==> src/common/strap_consts.vh <==
/*
  Constants for the strap configuration latch: register offsets, field
  positions, strap defaults and codes. Assumes inclusion by bare name.
*/
`ifndef STRAP_CONSTS_VH
`define STRAP_CONSTS_VH

// ----------------------------------------
// register offsets (byte addresses)
// ----------------------------------------
`define OFS_STRAP_RAW      12'h000
`define OFS_CFG_DECODED    12'h004
`define OFS_SWITCH_CTRL    12'h008
`define OFS_TIMING_PIN     12'h00C
`define OFS_INDICATOR      12'h010

// ----------------------------------------
// strap vector bit positions
// ----------------------------------------
`define STRAP_W            9
`define SB_FLOWCTL         0
`define SB_LINKUP_MODE     1
`define SB_PHY_ROLE        2
`define SB_PHY_SPEED       3
`define SB_MGMT_LO         4
`define SB_MGMT_HI         5
`define SB_STARTUP_FWD     6
`define SB_P6_LO           7
`define SB_P6_HI           8
// default level of each weak pull, bit order as above
`define STRAP_DEFAULTS     9'h07F

// ----------------------------------------
// decoded field codes
// ----------------------------------------
`define NEG_RESERVED       2'h0
`define NEG_FORCED_100HD   2'h1
`define NEG_NAND_TREE      2'h2
`define NEG_AUTO           2'h3
`define MGMT_SERIAL        2'h0
`define MGMT_I2C           2'h1
`define MGMT_SPI           2'h2
`define P6_RGMII           2'h0
`define P6_RMII            2'h1
`define P6_RESERVED        2'h2
`define P6_MII             2'h3

// ----------------------------------------
// control register fields
// ----------------------------------------
`define CTRL_START_BIT     0
`define CTRL_SOFT_RST_BIT  1
`define TP_OUT_BIT         0
`define TP_OE_BIT          1
`define TP_IN_BIT          2
`define SYNC_STAGES        2

`endif

==> src/hw/strap_config_latch.v <==
/*
  Strap configuration latch: drives strap pins as indicators after reset,
  captures their levels at reset release or soft reset, decodes the switch
  configuration, and gives software APB access plus timing pin control.
  Assumes pins arrive synchronous to core_clk and the pad applies weak pulls.
*/
// The APB interface to the registers and the address map were decided locally.
`timescale 1ns/1ns
`include "strap_consts.vh"

// Overview of operation
// - strap pins are undriven while reset is asserted
// - strap levels are captured at reset release and become configuration
// - after reset the strap pins are driven outputs
// - weak pulls give each strap its documented default
// - flow-control strap 0 disables, 1 enables flow control, default 1
// - link-up strap 0 fast link-up, 1 normal with autoneg and crossover
// - normal link-up: 01 forced 100 half, 10 nand tree, 11 autoneg
// - fast link-up: full duplex, autoneg and crossover off, split field
// - fast link-up role strap: 0 slave crossed, 1 master straight
// - fast link-up speed strap selects forced speed, gigabit both codes
// - management select: 00 serial, 01 i2c, 1x spi
// - startup strap 0 holds forwarding until start bit set
// - port 6 mode: 00 rgmii, 01 rmii, 10 reserved, 11 mii
// - timing pin input is synchronised to core_clk
// - registers can drive and sample the timing pin
// - a software reset also recaptures the straps
// - strap pins become active-low indicator outputs after reset
module strap_config_latch #(
  parameter SYNC_STAGES = `SYNC_STAGES
) (
  input  wire                 core_clk,
  input  wire                 arst_n,
  input  wire                 clk_en,
  input  wire [`STRAP_W-1:0]  strap_in,
  output reg  [`STRAP_W-1:0]  strap_out,
  output reg  [`STRAP_W-1:0]  strap_oe,
  input  wire [`STRAP_W-1:0]  indicator_on,
  input  wire                 tp_pin_in,
  output reg                  tp_pin_out,
  output reg                  tp_pin_oe,
  output reg                  tp_event,
  input  wire                 psel,
  input  wire                 penable,
  input  wire                 pwrite,
  input  wire [11:0]          paddr,
  input  wire [31:0]          pwdata,
  output reg  [31:0]          prdata,
  output reg                  pready,
  output reg                  pslverr,
  output reg                  cfg_valid,
  output reg                  flow_ctrl_en,
  output reg                  fast_linkup,
  output reg                  autoneg_en,
  output reg                  auto_mdix_en,
  output reg                  full_duplex,
  output reg                  forced_100,
  output reg                  nand_tree_mode,
  output reg                  neg_reserved,
  output reg                  gig_master,
  output reg                  gig_speed,
  output reg  [1:0]           mgmt_if_sel,
  output reg                  switch_fwd_en,
  output reg  [1:0]           p6_mode
);

  // ----------------------------------------
  // pin synchroniser and capture
  // ----------------------------------------
  reg [`STRAP_W-1:0] sync_reg [0:SYNC_STAGES-1];
  reg [`STRAP_W-1:0] strap_reg;
  reg                capture_pend_reg;
  reg                soft_rst_reg;
  reg                start_bit_reg;
  reg [1:0]          tp_ctrl_reg;
  reg [`STRAP_W-1:0] ind_mask_reg;
  reg [SYNC_STAGES-1:0] tp_sync_reg;
  reg                tp_last_reg;

  genvar g;
  generate
    for (g = 0; g < SYNC_STAGES; g = g + 1) begin : g_sync
      always @(posedge core_clk or negedge arst_n) begin
        if (!arst_n) begin
          sync_reg[g] <= `STRAP_DEFAULTS;
        end else if (clk_en) begin
          sync_reg[g] <= (g == 0) ? strap_in : sync_reg[(g == 0) ? 0 : g-1];
        end
      end
    end
  endgenerate

  // pins float during capture window so the board pulls decide the level
  wire capturing = capture_pend_reg | soft_rst_reg;

  always @(posedge core_clk or negedge arst_n) begin
    if (!arst_n) begin
      capture_pend_reg <= 1'b1;
      strap_reg        <= `STRAP_DEFAULTS;
      cfg_valid        <= 1'b0;
    end else if (clk_en) begin
      if (soft_rst_reg) begin
        // drivers are still on this cycle: float first, sample on the next edge
        capture_pend_reg <= 1'b1;
      end else if (capture_pend_reg) begin
        strap_reg        <= strap_in;
        capture_pend_reg <= 1'b0;
        cfg_valid        <= 1'b1;
      end
      // otherwise strap_reg holds its value until the next reset or soft reset
    end
  end

  // ----------------------------------------
  // pin drivers
  // ----------------------------------------
  always @(posedge core_clk or negedge arst_n) begin
    if (!arst_n) begin
      strap_oe  <= {`STRAP_W{1'b0}};
      strap_out <= {`STRAP_W{1'b1}};
    end else if (clk_en) begin
      strap_oe  <= capturing ? {`STRAP_W{1'b0}} : {`STRAP_W{1'b1}};
      strap_out <= ~(indicator_on & ind_mask_reg);
    end
  end

  // ----------------------------------------
  // configuration decode
  // ----------------------------------------
  wire [1:0] neg_field = {strap_reg[`SB_PHY_SPEED], strap_reg[`SB_PHY_ROLE]};
  wire       fast      = ~strap_reg[`SB_LINKUP_MODE];

  always @(posedge core_clk or negedge arst_n) begin
    if (!arst_n) begin
      flow_ctrl_en   <= 1'b1;
      fast_linkup    <= 1'b0;
      autoneg_en     <= 1'b1;
      auto_mdix_en   <= 1'b1;
      full_duplex    <= 1'b1;
      forced_100     <= 1'b0;
      nand_tree_mode <= 1'b0;
      neg_reserved   <= 1'b0;
      gig_master     <= 1'b1;
      gig_speed      <= 1'b1;
      mgmt_if_sel    <= `MGMT_SPI;
      switch_fwd_en  <= 1'b0;
      p6_mode        <= `P6_RGMII;
    end else if (clk_en) begin
      flow_ctrl_en   <= strap_reg[`SB_FLOWCTL];
      fast_linkup    <= fast;
      autoneg_en     <= ~fast & (neg_field == `NEG_AUTO);
      auto_mdix_en   <= ~fast & (neg_field == `NEG_AUTO || neg_field == `NEG_FORCED_100HD);
      full_duplex    <= fast | (neg_field == `NEG_AUTO);
      forced_100     <= ~fast & (neg_field == `NEG_FORCED_100HD);
      nand_tree_mode <= ~fast & (neg_field == `NEG_NAND_TREE);
      neg_reserved   <= ~fast & (neg_field == `NEG_RESERVED);
      gig_master     <= fast ? strap_reg[`SB_PHY_ROLE] : 1'b1;
      // both speed codes read as gigabit until the encoding is confirmed
      gig_speed      <= 1'b1;
      mgmt_if_sel    <= strap_reg[`SB_MGMT_HI] ? `MGMT_SPI
                        : {1'b0, strap_reg[`SB_MGMT_LO]};
      switch_fwd_en  <= ~capturing & (strap_reg[`SB_STARTUP_FWD] | start_bit_reg);
      p6_mode        <= {strap_reg[`SB_P6_HI], strap_reg[`SB_P6_LO]};
    end
  end

  // ----------------------------------------
  // timing pin
  // ----------------------------------------
  always @(posedge core_clk or negedge arst_n) begin
    if (!arst_n) begin
      tp_sync_reg <= {SYNC_STAGES{1'b0}};
      tp_last_reg <= 1'b0;
      tp_event    <= 1'b0;
      tp_pin_out  <= 1'b0;
      tp_pin_oe   <= 1'b0;
    end else if (clk_en) begin
      tp_sync_reg <= {tp_sync_reg[SYNC_STAGES-2:0], tp_pin_in};
      tp_last_reg <= tp_sync_reg[SYNC_STAGES-1];
      tp_event    <= tp_sync_reg[SYNC_STAGES-1] & ~tp_last_reg;
      tp_pin_out  <= tp_ctrl_reg[`TP_OUT_BIT];
      tp_pin_oe   <= tp_ctrl_reg[`TP_OE_BIT];
    end
  end

  // ----------------------------------------
  // apb register slave
  // ----------------------------------------
  wire       acc   = psel & penable & ~pready;
  // write lands at the edge where the master samples pready high
  wire       wr    = psel & penable & pready & pwrite;
  reg [31:0] rd_next;
  reg        err_next;

  always @* begin
    rd_next  = 32'h00000000;
    err_next = 1'b0;
    case (paddr)
      `OFS_STRAP_RAW:   rd_next = {23'h000000, strap_reg};
      `OFS_CFG_DECODED: rd_next = {14'h0000, cfg_valid, p6_mode, switch_fwd_en, mgmt_if_sel,
                                   gig_speed, gig_master, neg_reserved, nand_tree_mode, forced_100,
                                   full_duplex, auto_mdix_en, autoneg_en, fast_linkup, flow_ctrl_en,
                                   2'h0};
      `OFS_SWITCH_CTRL: rd_next = {30'h00000000, soft_rst_reg, start_bit_reg};
      `OFS_TIMING_PIN:  rd_next = {29'h00000000, tp_sync_reg[SYNC_STAGES-1], tp_ctrl_reg};
      `OFS_INDICATOR:   rd_next = {23'h000000, ind_mask_reg};
      default:          err_next = 1'b1;
    endcase
  end

  always @(posedge core_clk or negedge arst_n) begin
    if (!arst_n) begin
      pready        <= 1'b0;
      pslverr       <= 1'b0;
      prdata        <= 32'h00000000;
      start_bit_reg <= 1'b0;
      soft_rst_reg  <= 1'b0;
      tp_ctrl_reg   <= 2'h0;
      ind_mask_reg  <= {`STRAP_W{1'b1}};
    end else if (clk_en) begin
      pready  <= acc;
      pslverr <= acc & err_next;
      prdata  <= (acc & ~pwrite) ? rd_next : 32'h00000000;
      // soft reset lasts one cycle: pins float, straps recapture
      soft_rst_reg <= 1'b0;
      if (wr && !err_next) begin
        case (paddr)
          `OFS_SWITCH_CTRL: begin
            start_bit_reg <= pwdata[`CTRL_START_BIT];
            soft_rst_reg  <= pwdata[`CTRL_SOFT_RST_BIT];
          end
          `OFS_TIMING_PIN:  tp_ctrl_reg  <= pwdata[1:0];
          `OFS_INDICATOR:   ind_mask_reg <= pwdata[`STRAP_W-1:0];
          default: ;
        endcase
      end
    end
  end

endmodule // strap_config_latch

==> config.mk <==
export PLATFORM = sky130hd
export DESIGN_NAME = strap_config_latch
export DESIGN_NICKNAME = d
export VERILOG_FILES = /design/src/hw/strap_config_latch.v
export VERILOG_INCLUDE_DIRS = /design/src /design/src/common
export SDC_FILE = /design/constraint.sdc
export NUM_CORES = 1
export LEC_CHECK = 0
export BUFFER_PORTS_ARGS = -buffer_cell sky130_fd_sc_hd__buf_4
export CELL_PAD_IN_SITES_DETAIL_PLACEMENT = 1
export CELL_PAD_IN_SITES_GLOBAL_PLACEMENT = 2
export CORE_ASPECT_RATIO = 1.2
export CORE_UTILIZATION = 27
export CTS_BUF_LIST = sky130_fd_sc_hd__clkbuf_4 sky130_fd_sc_hd__clkbuf_8 sky130_fd_sc_hd__clkbuf_16
export DETAILED_ROUTE_END_ITERATION = 10
export MAX_ROUTING_LAYER = met4
export PLACE_DENSITY = 0.77
export SLEW_MARGIN = 40
export SYNTH_ARGS = -nofsm -noshare
export SYNTH_HDL_FRONTEND = slang
export SYNTH_SLANG_ARGS = --single-unit
==> constraint.sdc <==
create_clock -name core_clk -period 1.7 [get_ports core_clk]
set_input_delay 0.085 -clock core_clk [delete_from_list [all_inputs] [get_ports core_clk]]
set_output_delay 0.085 -clock core_clk [all_outputs]
set_load 0.02 [all_outputs]
## Word level (Yosys, flattened, before mapping)

Cells that the tools add are included.

- Equality and inequality tests: 7
- Mux-type cells: 9
- Bitwise gates (word level): 24
- Reduce and logical (&&, ||, !) cells: 9

Operators by type and width:

| operator | number |
|---|---|
| $pmux 18 s5 | 1 |
| $mux 32 | 1 |
| $eq 12x4->1 const B | 2 |
| $and 1x1->1 | 13 |
| $eq 12x3->1 const B | 1 |
| $eq 12x5->1 const B | 1 |
| $logic_not 12->1 | 1 |
| $reduce_and 3->1 | 4 |
| $and 9x9->9 | 1 |
| $mux 9 | 1 |
| $not 9->9 | 1 |
| $not 1->1 | 6 |
| $mux 1 | 5 |
| $reduce_or 5->1 | 1 |
| $eq 2x2->1 const B | 2 |
| $or 1x1->1 | 3 |
| $eq 2x1->1 const B | 1 |
| $logic_not 2->1 | 1 |
| $mux 2 | 1 |
| $logic_and 1x1->1 | 1 |
| $logic_or 1x1->1 | 1 |

- Word-level logic and storage cells: 78
- Input bits: 69
- Output and inout bits: 71
- Bits in registers: 96

## Logic depth before layout (Yosys ltp)

- Depth in word-level cells: 5
- Depth in mapped cells: 5
- Mapped depth without buffers: 4

## Worst setup path before layout

Ideal clock, no wire load.

- Kind: flip-flop to flip-flop
- Start point: reg pready
- End point: reg prdata[3]
- Period minus slack after synthesis: 1.786 ns
- Arrival: 1.708 ns
- Path slack: -0.086 ns
- Required time: 1.622 ns
- Library setup time: 0.078 ns
- Path buffers: 0
- Stages on the path, launching flop included: 5
- Path through: dfrtp_1 -> nand4b_1 -> or4_4 -> a2111o_1 -> o2bb2ai_1

- Cells in the longest elaborated chain, start to end: 4

Ends and longest elaborated chain:

| element | RTL line | RTL |
|---|---|---|
| start: declaration | strap_config_latch.v:49 | `output reg pready,` |
| start signal: assignment | strap_config_latch.v:213 | `pready <= 1'b0;` |
| start signal: assignment | strap_config_latch.v:221 | `pready <= acc;` |
| $not 1->1 | strap_config_latch.v:189 | `wire acc = psel & penable & ~pready;` |
| $and 1x1->1 | strap_config_latch.v:189 |  |
| $and 1x1->1 | strap_config_latch.v:223 | `prdata <= (acc & ~pwrite) ? rd_next : 32'h00000000;` |
| $mux 32 | strap_config_latch.v:223 |  |
| end signal: assignment | strap_config_latch.v:223 |  |
| end: declaration | strap_config_latch.v:48 | `output reg [31:0] prdata,` |

Every way passes these cells.
A chain may end at the register's enable or synchronous reset.

## Worst setup path after layout

- Start point: reg pready
- End point: reg prdata[10]

The elaborated chain is that of the path after synthesis.

==> flow_summary.toml <==
[synthesis]
synthesis.area_sq_um = 3350
ys_warn_count = 0
synth_compound_area_share_pct = 11.7
synth_commonest_cells = "dfrtp_1 (42), dfstp_2 (32), mux2_2 (26), nor2_1 (24), buf_4 (23)"
syn_area_per_cell_sq_um = 12.4
synth_async_sr_flop_share_pct = 100
synthSimpleGateAreaFrac_pct = 9.82
synth_top_area_share_pct = 31.4
ys.flop_type = "dfrtp_1"
synth_seq_cells = 74
synth_top_cell_by_area = "dfrtp_1"
synthDistinctLibCells = 36
synthXorXnorAreaFrac_pct = 0
synthAdderAreaFrac_pct = 0
synth_mux_area_share_pct = 14.6
ys_seq_area_share_pct = 56.5
synth-edff-count = 0
synth_area_leaders = "dfrtp_1 (31%), dfstp_2 (25%), mux2_2 (8.7%)"
synthCells = 271
synth.most_common_cell = "dfrtp_1"
synth_top_family_by_area = "multiplexers"

[hold_path]
hp-start = "strap_in[2]"
hold_class = "input port to register"

[power_and_ir_drop]
combPwrFrac_pct = 8.8
p_int_uw = 3160
p_per_area_nw_per_um2 = 838
p_seq_share_pct = 44.4
irDropWorstVdd_mv = 0.378
swShare_pct = 22.1
clkPwrFrac_pct = 46.8
p_switching_uw = 898
leakage_uw = 0.00222

[worst_setup_path]
setup.worst_path.end_class = "register"
cp_max_fo = 9
cp.required_ps = 1960
startpoint_type = "register"
arrival_ps = 1990
critPathKind = "register to register"
crit_start = "pready"
worst_r2r_startpoint = "pready"

[timing]
rsz0062_at_grt = "true"
setup_viol = 10
fin_crit_ps = 1720
fmaxAchievable_mhz = 581
final.hold.worst_slack_ps = 5.92
worst_slack_ps = -20.9
finalSetupTns_ps = -124
final_max_slew_viol_count = 0
hold_viol = 0
finalCritPeriodShare_pct = 101
skew_ps = 9.06

[run_status]
status = "finished with violations"
violations = "negative setup slack"

[placed_design]
post-place-ws_ps = -154
post-dp-hpwl_um = 6660
place_inst = 524
place_congestion = 0.744
portBuffers = 101

[drt]
postRouteAntennaNets = 0
vias = 2569
routedWlPerCell_um = 16.4
first_pass_iters = 4
drt-total-wl_um = 9280
viasPerCell = 4.53
drc = 0
initialDrtViolationCount = 91

[finish]
antenna_cells = 0
largest_reg_flops = 18
final_cells = 567
top_register = "prdata"
final_layout_size_suffix_gt1_share_pct = 50.7
nets = 470
utilization_pct = 39.9
area_growth_pct = 44.4

[run]
drv_cap = 0

[floorplan]
die_area_sq_um = 12900
coreArea_sq_um = 12100
fp.dieW_um = 104
initial_utilization_pct = 27.7
io_pins = 140
num_rows = 44
die_y_um = 124

[clock_network]
clk_latency_ps = 330
cts.sinks = 74
clk_path_buf_depth = 2
cts.clk_slew.worst_paths_ps = 60
clockRootBuffer = "clkbuf_16"
cts_buffers = 9
htree_levels = 3
cts_tree = "done"

[grt]
antenna_found_initial = 0
first_global_vias = 2689
grt_overflow_total = 0
grt_pass1_wl_um = 14500
track_usage_pct = 15.2
grt_max_degree = 41
==> timing repair <==
item,4_1_cts,5_1_grt
gates resized for setup,0,0
hold buffers,26,0
endpoints found under the hold margin,46,0
gates cloned,0,0
setup endpoints to repair,14,24
pin swaps,1,0
setup buffers,1,0
==> layout make-up <==
class | count | area (sq um)
Sequential cell | 74 | 1890
Fill cell | 1340 | 7270
Tap cell | 161 | 201
Multi-Input combinational cell | 170 | 1270
Timing Repair Buffer | 140 | 1150
Clock buffer | 13 | 255
Inverter | 6 | 22.5
Clock inverter | 3 | 42.5
==> path summary, 6_finish.rpt <==
kind / cells past startpoint / slack [ps] / to
setup / recovery: 5 / -20 / prdata[10]
hold reg to reg: 1 / 480 / prdata[11]
setup reg to reg: 5 / -20 / prdata[10]
min in group asynchronous: 2 / 260 / prdata[17]
hold / removal: 2 / 6 / strap_reg[2]
max in group asynchronous: 3 / 790 / strap_reg[6]
==> power groups by stage <==
stage          Clock (uW)  Sequential, uW  Combinational (uW)
2_1_floorplan           0            1840                 135
3_3_place_gp            0            1830                 305
3_5_place_dp            0            1830                 309
4_1_cts              1950            1800                 362
5_1_grt              2020            1800                 387
6_report             1900            1800                 357
==> worst max-delay path, cell delays in order (launching register included) <==
cell and delay (ps):
dfrtp_2 410, nand4b_1 200, or4_4 450, nor4_4 290
buf_12 180, a22o_1 120
==> through the flow <==
stage / area, sq um / total power (uW)
2_1_floorplan: 3410 / 1970
3_3_place_gp: 4270 / 2130
3_5_place_dp: 4270 / 2140
4_1_cts: 4840 / 4120
5_1_grt: 4840 / 4210
6_report: 4840 / 4060
==> layout by cell type (no fill, tap or decap), types with 2 or more instances in the layout <==
cell	n
buf_4	111
a22o_1	9
mux2i_1	6
nand2b_1	8
clkbuf_16	9
dfstp_2	32
a31oi_1	10
o21ai_0	6
buf_12	3
dlygate4sd3_1	26
dfrtp_1	41
mux2_2	26
mux2_4	9
o2bb2ai_1	14
a21oi_1	14
nand3b_1	3
nand2_1	9
or4_4	3
nor2_1	24
inv_1	5
nor4_2	2
clkbuf_4	4
conb_1	15
==> layer usage <==
layer  track usage, %  vias up  share of wire [%]
li1                 -     1193                  -
met2             25.1       76                 50
met4             7.14        0                2.0
met3             2.51       14                3.7
met5                -        -                  0
met1             18.5     1286                 44
==> kinds of logic after synthesis <==
family / after synthesis
mux: 41
buf+inv: 40
simple gates: 58
other cells: 2
compound gates: 56
flops: 74
(Power assumes the default switching activity.)
